## src/pio_pkg.sv

```systemverilog
package pio_pkg;

	// ----------------------------------------
	// register map, byte addresses
	// ----------------------------------------
	localparam logic [7:0] PIO_ADDR_CFG  = 8'h00;
	localparam logic [7:0] PIO_ADDR_CTRL = 8'h04;
	localparam logic [7:0] PIO_ADDR_STAT = 8'h08;
	localparam logic [7:0] PIO_ADDR_CAPS = 8'h0c;

	// ----------------------------------------
	// field positions
	// ----------------------------------------
	localparam int PIO_CFG_PAT_LSB   = 0;
	localparam int PIO_CFG_PAT_MSB   = 2;
	localparam int PIO_CFG_SRV_DIS   = 3;
	localparam int PIO_CFG_HLD_DIS   = 4;
	localparam int PIO_CTRL_APPLY    = 0;
	localparam int PIO_CTRL_CLR      = 1;
	localparam int PIO_STAT_SERVO    = 3;
	localparam int PIO_STAT_PERMIT   = 4;
	localparam int PIO_STAT_TEACH    = 5;
	localparam int PIO_STAT_REFUSED  = 6;
	localparam int PIO_STAT_BUSY     = 7;
	localparam int PIO_CAPS_PTS_MSB  = 9;
	localparam int PIO_CAPS_ZONE_LSB = 12;
	localparam int PIO_CAPS_ZONE_MSB = 13;
	localparam int PIO_CAPS_TEACH    = 16;
	localparam int PIO_CAPS_DIRECT   = 17;
	localparam int PIO_CAPS_CYL      = 18;

	// ----------------------------------------
	// pattern codes and reset values
	// ----------------------------------------
	localparam logic [2:0] PIO_PAT_STD   = 3'h0;
	localparam logic [2:0] PIO_PAT_TEACH = 3'h1;
	localparam logic [2:0] PIO_PAT_256   = 3'h2;
	localparam logic [2:0] PIO_PAT_512   = 3'h3;
	localparam logic [2:0] PIO_PAT_DIR7  = 3'h4;
	localparam logic [2:0] PIO_PAT_CYL3  = 3'h5;
	localparam logic [2:0] PIO_PAT_RESET = PIO_PAT_STD;
	localparam logic       PIO_SRV_DIS_RESET = 1'b0;
	localparam logic       PIO_HLD_DIS_RESET = 1'b0;

	// ----------------------------------------
	// point counts and output masks
	// ----------------------------------------
	localparam logic [9:0] PIO_PTS_64  = 10'h040;
	localparam logic [9:0] PIO_PTS_256 = 10'h100;
	localparam logic [9:0] PIO_PTS_512 = 10'h200;
	localparam logic [9:0] PIO_PTS_7   = 10'h007;
	localparam logic [9:0] PIO_PTS_3   = 10'h003;
	localparam logic [6:0] PIO_MASK_7  = 7'h7f;
	localparam logic [6:0] PIO_MASK_3  = 7'h07;
	localparam logic [1:0] PIO_ZONES_2 = 2'h2;
	localparam logic [1:0] PIO_ZONES_1 = 2'h1;
	localparam logic [1:0] PIO_ZONES_0 = 2'h0;

	localparam logic [1:0] PIO_RESP_OKAY   = 2'h0;
	localparam logic [1:0] PIO_RESP_SLVERR = 2'h2;

	typedef enum logic {PIO_BOOT, PIO_RUN} pio_state_t;

	// point index check, shared by moves and teaching stores
	function automatic logic pio_in_range(input logic [8:0] idx, input logic [9:0] cnt);
		return {1'b0, idx} < cnt;
	endfunction

endpackage

```

## src/pio_pattern_decode.sv

```systemverilog
`timescale 1ns/100ps
`default_nettype none

module pio_pattern_decode
	import pio_pkg::*;
(
	// selected pattern
	input  wire logic [2:0] pat,
	// capabilities
	output logic      [9:0] pts,
	output logic      [1:0] zones,
	output logic            teach,
	output logic            direct,
	output logic            cyl,
	output logic      [6:0] dmask
);

	always_comb begin
		pts    = PIO_PTS_64;
		zones  = PIO_ZONES_0;
		teach  = 1'b0;
		direct = 1'b0;
		cyl    = 1'b0;
		dmask  = 7'h00;
		case (pat)
			PIO_PAT_STD: begin
				zones = PIO_ZONES_2; // see RULE_02
			end
			PIO_PAT_TEACH: begin
				zones = PIO_ZONES_1; // see RULE_04
				teach = 1'b1;
			end
			PIO_PAT_256: begin
				pts   = PIO_PTS_256; // see RULE_07
				zones = PIO_ZONES_1;
			end
			PIO_PAT_512: begin
				pts = PIO_PTS_512; // see RULE_08
			end
			PIO_PAT_DIR7: begin
				pts    = PIO_PTS_7; // see RULE_09
				direct = 1'b1;
				dmask  = PIO_MASK_7;
			end
			PIO_PAT_CYL3: begin
				pts    = PIO_PTS_3; // see RULE_10
				direct = 1'b1;
				cyl    = 1'b1;
				dmask  = PIO_MASK_3;
			end
			default: begin
				pts = 10'h000;
			end
		endcase
	end

endmodule
`default_nettype wire

```

## src/pio_config.sv

```systemverilog
// What this block does
// RULE_01 - pattern 0..5 selected, default standard 0
// RULE_02 - standard: 64 points, two zone outputs
// RULE_03 - zone one parameter bounded, two table bounded
// RULE_04 - teaching: 64 points, one table zone
// RULE_05 - teaching mode jogs, stores position to entry
// RULE_06 - teaching pattern jogs in positioning too
// RULE_07 - pattern 2: 256 points, one table zone
// RULE_08 - pattern 3: 512 points, no zone
// RULE_09 - pattern 4: seven direct inputs and completes
// RULE_10 - pattern 5: three points, completes act as switches
// RULE_11 - servo-on disable parameter, default enabled
// RULE_12 - enabled servo-on input drives servo level
// RULE_13 - pause input active low, fail safe
// RULE_14 - plc holds pause asserted unless pausing
// RULE_15 - pause disable parameter, default enabled
// RULE_16 - disabled input ignored, treated as non-blocking
// RULE_17 - pattern latched, never changed during motion
//
// Added by the designer: the AXI4-Lite slave port and the register offsets.
`timescale 1ns/100ps
`default_nettype none

module pio_config
	import pio_pkg::*;
(
	// clock and reset
	input  wire logic        clk,
	input  wire logic        arst_n,
	// axi4-lite slave
	input  wire logic [7:0]  s_axi_awaddr,
	input  wire logic        s_axi_awvalid,
	output logic             s_axi_awready,
	input  wire logic [31:0] s_axi_wdata,
	input  wire logic [3:0]  s_axi_wstrb,
	input  wire logic        s_axi_wvalid,
	output logic             s_axi_wready,
	output logic      [1:0]  s_axi_bresp,
	output logic             s_axi_bvalid,
	input  wire logic        s_axi_bready,
	input  wire logic [7:0]  s_axi_araddr,
	input  wire logic        s_axi_arvalid,
	output logic             s_axi_arready,
	output logic      [31:0] s_axi_rdata,
	output logic      [1:0]  s_axi_rresp,
	output logic             s_axi_rvalid,
	input  wire logic        s_axi_rready,
	// plc parallel inputs
	input  wire logic        servo_on_request,
	input  wire logic        pause_hold_n,
	input  wire logic        teach_mode_sel,
	input  wire logic        jog_fwd_req,
	input  wire logic        jog_rev_req,
	input  wire logic        store_req,
	input  wire logic        start_req,
	input  wire logic [8:0]  point_sel,
	input  wire logic [6:0]  direct_cmd,
	// motion core status
	input  wire logic        motion_busy,
	input  wire logic        move_done,
	input  wire logic [15:0] cur_position,
	input  wire logic [1:0]  zone_hit,
	input  wire logic [2:0]  at_point,
	// motion core commands
	output logic             servo_enable,
	output logic             motion_permit,
	output logic             move_start,
	output logic      [8:0]  move_point,
	output logic             jog_fwd,
	output logic             jog_rev,
	output logic             table_we,
	output logic      [8:0]  table_addr,
	output logic      [15:0] table_wdata,
	// plc parallel outputs
	output logic      [1:0]  zone_out,
	output logic      [6:0]  pos_complete,
	output logic             teach_active
);

	// ----------------------------------------
	// state
	// ----------------------------------------
	typedef struct packed {
		pio_state_t  st;
		logic        aw_have;
		logic [7:0]  awaddr;
		logic        w_have;
		logic [31:0] wdata;
		logic [3:0]  wstrb;
		logic        awready;
		logic        wready;
		logic        bvalid;
		logic [1:0]  bresp;
		logic        arready;
		logic        rvalid;
		logic [1:0]  rresp;
		logic [31:0] rdata;
		logic [2:0]  cfg_pat;
		logic        srv_dis;
		logic        hld_dis;
		logic [2:0]  pat;
		logic        refused;
		logic        start_prev;
		logic        store_prev;
		logic [6:0]  dir_prev;
		logic        done_seen;
		logic [8:0]  last_point;
		logic        servo_enable;
		logic        motion_permit;
		logic        move_start;
		logic [8:0]  move_point;
		logic        jog_fwd;
		logic        jog_rev;
		logic        table_we;
		logic [8:0]  table_addr;
		logic [15:0] table_wdata;
		logic [1:0]  zone_out;
		logic [6:0]  pos_complete;
		logic        teach_active;
	} pio_regs_t;

	pio_regs_t s_q;
	pio_regs_t s_d;

	logic [9:0] cap_pts;
	logic [1:0] cap_zones;
	logic       cap_teach;
	logic       cap_direct;
	logic       cap_cyl;
	logic [6:0] cap_dmask;

	// ----------------------------------------
	// active pattern capabilities
	// ----------------------------------------
	pio_pattern_decode pio_pattern_decode_inst (
		.pat    (s_q.pat),
		.pts    (cap_pts),
		.zones  (cap_zones),
		.teach  (cap_teach),
		.direct (cap_direct),
		.cyl    (cap_cyl),
		.dmask  (cap_dmask)
	);

	function automatic logic [8:0] first_bit(input logic [6:0] v);
		logic [8:0] r;
		r = 9'h000;
		for (int i = 6; i >= 0; i--) begin
			if (v[i]) begin
				r = 9'(i);
			end
		end
		return r;
	endfunction

	// ----------------------------------------
	// next state
	// ----------------------------------------
	logic       srv_ok;
	logic       stop_ok;
	logic       go_ok;
	logic       teach;
	logic [6:0] dir_v;
	logic [6:0] dir_rise;

	always_comb begin
		s_d = s_q;
		// disabled inputs read as non-blocking
		srv_ok   = s_q.srv_dis | servo_on_request; // see RULE_11, see RULE_16
		stop_ok  = s_q.hld_dis | pause_hold_n; // see RULE_15, see RULE_16
		go_ok    = srv_ok && stop_ok && !motion_busy; // see RULE_13
		teach    = cap_teach && teach_mode_sel;
		dir_v    = direct_cmd & cap_dmask;
		dir_rise = dir_v & ~s_q.dir_prev;
		s_d.move_start = 1'b0;
		s_d.table_we   = 1'b0;

		// write channel: address and data taken in either order
		if (s_axi_awvalid && s_q.awready) begin
			s_d.aw_have = 1'b1;
			s_d.awaddr  = s_axi_awaddr;
		end
		if (s_axi_wvalid && s_q.wready) begin
			s_d.w_have = 1'b1;
			s_d.wdata  = s_axi_wdata;
			s_d.wstrb  = s_axi_wstrb;
		end
		if (s_q.bvalid && s_axi_bready) begin
			s_d.bvalid = 1'b0;
		end
		if (s_q.aw_have && s_q.w_have && !s_q.bvalid) begin
			s_d.aw_have = 1'b0;
			s_d.w_have  = 1'b0;
			s_d.bvalid  = 1'b1;
			s_d.bresp   = PIO_RESP_OKAY;
			case (s_q.awaddr)
				PIO_ADDR_CFG: begin
					if (s_q.wstrb[0]) begin
						s_d.cfg_pat = s_q.wdata[PIO_CFG_PAT_MSB:PIO_CFG_PAT_LSB];
						s_d.srv_dis = s_q.wdata[PIO_CFG_SRV_DIS];
						s_d.hld_dis = s_q.wdata[PIO_CFG_HLD_DIS];
					end
				end
				PIO_ADDR_CTRL: begin
					if (s_q.wstrb[0]) begin
						// clear first so a refusal in the same write wins
						if (s_q.wdata[PIO_CTRL_CLR]) begin
							s_d.refused = 1'b0;
						end
						if (s_q.wdata[PIO_CTRL_APPLY]) begin
							// remap only while idle, never mid move
							if (motion_busy || s_q.cfg_pat > PIO_PAT_CYL3) begin
								s_d.refused = 1'b1; // see RULE_17, see RULE_01
							end else begin
								s_d.pat = s_q.cfg_pat; // see RULE_17
							end
						end
					end
				end
				PIO_ADDR_STAT, PIO_ADDR_CAPS: begin
				end
				default: begin
					s_d.bresp = PIO_RESP_SLVERR;
				end
			endcase
		end
		s_d.awready = !s_d.aw_have && !s_d.bvalid;
		s_d.wready  = !s_d.w_have && !s_d.bvalid;

		// read channel, answered on the cycle after the address
		if (s_q.rvalid && s_axi_rready) begin
			s_d.rvalid = 1'b0;
		end
		if (s_axi_arvalid && s_q.arready) begin
			s_d.rvalid = 1'b1;
			s_d.rresp  = PIO_RESP_OKAY;
			s_d.rdata  = 32'h0000_0000;
			case (s_axi_araddr)
				PIO_ADDR_CFG: begin
					s_d.rdata[PIO_CFG_PAT_MSB:PIO_CFG_PAT_LSB] = s_q.cfg_pat;
					s_d.rdata[PIO_CFG_SRV_DIS] = s_q.srv_dis;
					s_d.rdata[PIO_CFG_HLD_DIS] = s_q.hld_dis;
				end
				PIO_ADDR_CTRL: begin
				end
				PIO_ADDR_STAT: begin
					s_d.rdata[PIO_CFG_PAT_MSB:PIO_CFG_PAT_LSB] = s_q.pat;
					s_d.rdata[PIO_STAT_SERVO]   = s_q.servo_enable;
					s_d.rdata[PIO_STAT_PERMIT]  = s_q.motion_permit;
					s_d.rdata[PIO_STAT_TEACH]   = s_q.teach_active;
					s_d.rdata[PIO_STAT_REFUSED] = s_q.refused;
					s_d.rdata[PIO_STAT_BUSY]    = motion_busy;
				end
				PIO_ADDR_CAPS: begin
					s_d.rdata[PIO_CAPS_PTS_MSB:0] = cap_pts;
					s_d.rdata[PIO_CAPS_ZONE_MSB:PIO_CAPS_ZONE_LSB] = cap_zones;
					s_d.rdata[PIO_CAPS_TEACH]  = cap_teach;
					s_d.rdata[PIO_CAPS_DIRECT] = cap_direct;
					s_d.rdata[PIO_CAPS_CYL]    = cap_cyl;
				end
				default: begin
					s_d.rresp = PIO_RESP_SLVERR;
				end
			endcase
		end
		s_d.arready = !s_d.rvalid;

		// parallel io
		case (s_q.st)
			PIO_BOOT: begin
				// one quiet cycle while the reset pattern settles
				s_d.st = PIO_RUN;
			end
			PIO_RUN: begin
				s_d.servo_enable  = srv_ok; // see RULE_12
				s_d.motion_permit = stop_ok; // see RULE_13, see RULE_14
				s_d.teach_active  = teach;
				s_d.start_prev    = start_req;
				s_d.store_prev    = store_req;
				s_d.dir_prev      = dir_v;
				// jog in either mode of the teaching pattern
				s_d.jog_fwd = cap_teach && srv_ok && stop_ok
					&& jog_fwd_req && !jog_rev_req; // see RULE_05, see RULE_06
				s_d.jog_rev = cap_teach && srv_ok && stop_ok
					&& jog_rev_req && !jog_fwd_req; // see RULE_06
				if (cap_direct) begin
					// lowest newly pressed point wins
					if (go_ok && |dir_rise) begin
						s_d.move_start = 1'b1; // see RULE_09
						s_d.move_point = first_bit(dir_rise);
					end
				end else if (go_ok && !teach && start_req && !s_q.start_prev
						&& pio_in_range(point_sel, cap_pts)) begin
					s_d.move_start = 1'b1; // see RULE_02, see RULE_07, see RULE_08
					s_d.move_point = point_sel;
				end
				// out-of-range store silently dropped
				if (teach && store_req && !s_q.store_prev
						&& pio_in_range(point_sel, cap_pts)) begin
					s_d.table_we    = 1'b1; // see RULE_05
					s_d.table_addr  = point_sel;
					s_d.table_wdata = cur_position;
				end
				if (s_d.move_start) begin
					s_d.done_seen  = 1'b0;
					s_d.last_point = s_d.move_point;
				end
				if (move_done) begin
					s_d.done_seen = 1'b1;
				end
				if (cap_cyl) begin
					// level follows position, like a cylinder switch
					s_d.pos_complete = {4'h0, at_point}; // see RULE_10
				end else if (cap_direct) begin
					s_d.pos_complete = s_q.done_seen
						? 7'(7'h01 << s_q.last_point[2:0]) : 7'h00; // see RULE_09
				end else begin
					s_d.pos_complete = {6'h00, s_q.done_seen};
				end
				case (cap_zones)
					PIO_ZONES_2: s_d.zone_out = zone_hit; // see RULE_03
					PIO_ZONES_1: s_d.zone_out = {1'b0, zone_hit[1]}; // see RULE_04
					default:     s_d.zone_out = 2'h0; // see RULE_08
				endcase
			end
			default: begin
				s_d.st = PIO_BOOT;
			end
		endcase
	end

	always_ff @(posedge clk or negedge arst_n) begin
		if (!arst_n) begin
			s_q         <= '0;
			s_q.st      <= PIO_BOOT;
			s_q.cfg_pat <= PIO_PAT_RESET; // see RULE_01
			s_q.pat     <= PIO_PAT_RESET;
			s_q.srv_dis <= PIO_SRV_DIS_RESET; // see RULE_11
			s_q.hld_dis <= PIO_HLD_DIS_RESET; // see RULE_15
		end else begin
			s_q <= s_d;
		end
	end

	// ----------------------------------------
	// outputs
	// ----------------------------------------
	assign s_axi_awready = s_q.awready;
	assign s_axi_wready  = s_q.wready;
	assign s_axi_bresp   = s_q.bresp;
	assign s_axi_bvalid  = s_q.bvalid;
	assign s_axi_arready = s_q.arready;
	assign s_axi_rdata   = s_q.rdata;
	assign s_axi_rresp   = s_q.rresp;
	assign s_axi_rvalid  = s_q.rvalid;
	assign servo_enable  = s_q.servo_enable;
	assign motion_permit = s_q.motion_permit;
	assign move_start    = s_q.move_start;
	assign move_point    = s_q.move_point;
	assign jog_fwd       = s_q.jog_fwd;
	assign jog_rev       = s_q.jog_rev;
	assign table_we      = s_q.table_we;
	assign table_addr    = s_q.table_addr;
	assign table_wdata   = s_q.table_wdata;
	assign zone_out      = s_q.zone_out;
	assign pos_complete  = s_q.pos_complete;
	assign teach_active  = s_q.teach_active;
endmodule
`default_nettype wire

```

## config.mk

```make
export PLATFORM = sky130hd
export DESIGN_NAME = pio_config
export DESIGN_NICKNAME = d
export VERILOG_FILES = /design/src/pio_pkg.sv /design/src/pio_pattern_decode.sv /design/src/pio_config.sv
export SDC_FILE = /design/constraint.sdc
export NUM_CORES = 1
export LEC_CHECK = 0
export BUFFER_PORTS_ARGS = -buffer_cell sky130_fd_sc_hd__buf_4
export CORE_MARGIN = 5
export CORE_UTILIZATION = 46
export CTS_CLUSTER_SIZE = 25
export DETAILED_ROUTE_END_ITERATION = 8
export GPL_TIMING_DRIVEN = 0
export PLACE_DENSITY = 0.8
export SLEW_MARGIN = 20
export SYNTH_ARGS = -nofsm -noshare
export SYNTH_HDL_FRONTEND = slang
export SYNTH_HIERARCHICAL = 1
export SYNTH_SLANG_ARGS = --single-unit
```

## constraint.sdc

```tcl
create_clock -name clk -period 5.2 [get_ports clk]
set_input_delay 0.78 -clock clk [delete_from_list [all_inputs] [get_ports clk]]
set_output_delay 0.78 -clock clk [all_outputs]
set_load 0.005 [all_outputs]
```

==> results.txt <==
non-filler cells, final: 877
power per cell area: 286 mW/mm²
Hold Vio Cnt, Final: 0
# Post-CTS Setup Buffers: 0
DRT Pass-1 Iters: 4
worst r2r src: s_q[72]
top_reg_cell synth: dfrtp_1
final instance area: 0.00745 mm²
max-cap violations: 0
Async S/R FF share, synth: 100%
Via density: 4.98
root buffer cell: clkbuf_16
Hold Crit Class: register to register
RSZ-0062 raised after global routing: false
Lkg Pwr: 0.00377 µW
cts repair resizes: 0
total number of vias: 4364
Syn. warnings: 6
FILL cells: 1009
Syn Std Cell Area: 0.00574 mm²
Core ar.: 0.0121 mm²
Max clock buf depth: 2
Worst Tran Pin Value: 0.868 ns
dpl cell area: 0.00712 mm²
DR iter-0 viols: 319
worst path required time: 5.44 ns
RD Place Congestion: 0.869
Clock Sinks: 111
Buffers on Ports: 144
vias in the first global route: 4330
post-layout min period: 3.03 ns
R2R depth: 10
clk_skew: 0.00863 ns
initial antenna violation count: 0
Setup CP Type: register to register
pin count of the biggest net entering global routing: 112
Synth area leaders: dfrtp_1, buf_4, mux2_2, o21ai_0, nand2_1
Worst setup SP type: register
most common cell in the netlist: dfrtp_1
Hold Path Origin: s_axi_rdata[8]
clock insertion delay at the later pin of the skew report: 0.35 ns
CP Launch Point: s_q[72]
peak supply drop: 0.254 mV
DRC: 0
CP Capture Point: table_addr[8]
syn_area_per_cell: 10.9 µm²
post-synth top area share: 48.4%
outcome: finished, final reports clean
final setup TNS: 0 ns
Fin Hold WS: 0.488 ns
Antenna Violating Nets Remaining: 0
Synth Instances: 528
number of distinct library cells after synthesis: 58
CTS tree: yes
area leader, netlist: dfrtp_1
num rows: 40
Starting Density: 47.4%
placed cell count: 861
H-tree Lvls: 3
CP endpoint kind: register
DP Wirelength: 10500 µm
final wirelength: 13400 µm
final setup violating endpoints: 0
GRT Overall Usage: 18.4%
Die W: 122 µm
top cells by count, synth: dfrtp_1, buf_4, mux2_2
clock slew at reported path FFs: 0.08 ns
Max FO, Critical Path: 10
Die Y-Extent: 122 µm
fmax: 0.330 GHz
first-pass GRT wire length: 21700 µm
FF+latch count, synth: 111
Area Overhead vs Synth: 29.6%
share of layout cells above drive strength 1: 44.9%
total CTS buffers: 9
Post-synth EDFFs: 0
Avg WL per Cell: 15.3 µm
max-slew violation count: 0
die area: 0.0148 mm²
sequential area share after synthesis: 48.4%
R2R Setup Slk: 2.17 ns
data arrival time of the critical path: 3.27 ns
Multi-input gate area: 0.00219 mm²
worst rel slew slack: 42.1%
ANT cells: 0
register area: 0.00278 mm²
gr ovfl total: 0
Hold-fix buffers, CTS: 0
NumNets Final: 819
# IOs: 196
Final Cycle Share: 58.3%
end of the worst register-to-register path: table_addr[8]
-- power by group --
group	internal (µW)	switching, µW
logic	195	143
registers	965	70.3
clock network	429	332
total	1590	545
-- logic make-up (layout without fill, tap and decap cells) --
kind of cell	after synthesis	after routing	synth area share [%]
buffers and inverters	137	297	14.9
adders and majority gates	10	10	2.18
xor gates and xnor gates	1	1	0.153
AOI/OAI and AO/OA	92	92	11.4
muxes	61	61	11.9
other	3	24	0.196
and+or+nand+nor	113	113	10.8
DFF	111	111	48.4
-- registers in the layout, indices dropped and copies added, names as in the netlist, 2 cells and up, named ones only --
name / cells
zone_out: 2
move_point: 3
s_q: 39
table_addr: 9
s_axi_rdata: 15
table_wdata: 16
pos_complete: 7
-- worst max-delay path, stage by stage, from the launching register on --
cell and delay, ns:
dfrtp_1 0.48, nor2b_2 0.50, and2b_1 0.20, inv_1 0.06
ha_1 0.17, a21o_1 0.17, nand3_1 0.09, a21oi_2 0.12
nor3_4 0.42, buf_2 0.33, mux2_2 0.37
-- stage by stage --
stage | util (%) | worst slack, ns | total power, µW
final | 61.5 | 2.17 | 2130
after global routing | 61.5 | 1.90 | 2240
after global placement | 58.7 | 2.17 | 1370
after floorplan | - | 2.61 | 1230
after CTS | 61.5 | 2.12 | 2150
after detailed placement | 58.8 | 2.14 | 1390
-- final cells by class --
| cell class | count | area share, % |
|---|---|---|
| Clock buffer | 9 | 3.02 |
| Clock inverter | 7 | 1.36 |
| Buffer | 102 | 9.71 |
| Multi-Input combinational cell | 301 | 29.4 |
| Timing Repair Buffer | 144 | 14.6 |
| Inverter | 35 | 1.80 |
| Tap cell | 168 | 2.82 |
| Sequential cell | 111 | 37.3 |
-- worst min-delay path by stage --
stage                     end  slack (ns)  cells past startpoint
4_1_cts        s_axi_rdata[8]        0.49                      2
6_report       s_axi_rdata[8]        0.49                      2
5_1_grt          s_axi_wready        0.51                      1
2_1_floorplan    s_axi_wready        0.43                      1
3_3_place_gp     s_axi_wready        0.45                      1
3_5_place_dp   s_axi_rdata[8]        0.47                      2
-- routing by layer --
layer  track usage (%)  share of wire, %  wire length, µm  vias up
met4              6.51               2.1              275        0
met1              23.9                42             5680     2143
met2              30.7                50             6720      124
li1                  -                 -                -     2073
met3              3.67               5.3              706       24
met5                 0                 0                0        -
-- cells in the final DEF, fill, tap and decap left out, types with 2 or more instances in the layout --
cell and n:
a21oi_1 11, a21o_1 3, nand2_1 35, o21ai_0 27
inv_1 34, nand3b_1 6, o211ai_1 3, mux2_4 2
o32ai_1 4, and3b_1 3, nor2_1 19, and2b_1 2
clkbuf_1 9, nand4_1 5, inv_6 2, buf_2 2
dfrtp_1 111, nor3_4 2, clkbuf_16 9, mux2_2 51
nor3b_1 3, nor2b_1 6, and2_1 3, nand3_1 15
nor3_1 3, nor4_1 2, a22oi_1 4, ha_1 10
buf_4 233, mux2i_1 8, o22ai_1 7, a31oi_1 2
conb_1 24, a32oi_1 2, bufinv_16 2, a22o_1 12
a21oi_2 2, o31ai_1 4
Power figures use the tool's default switching activity.
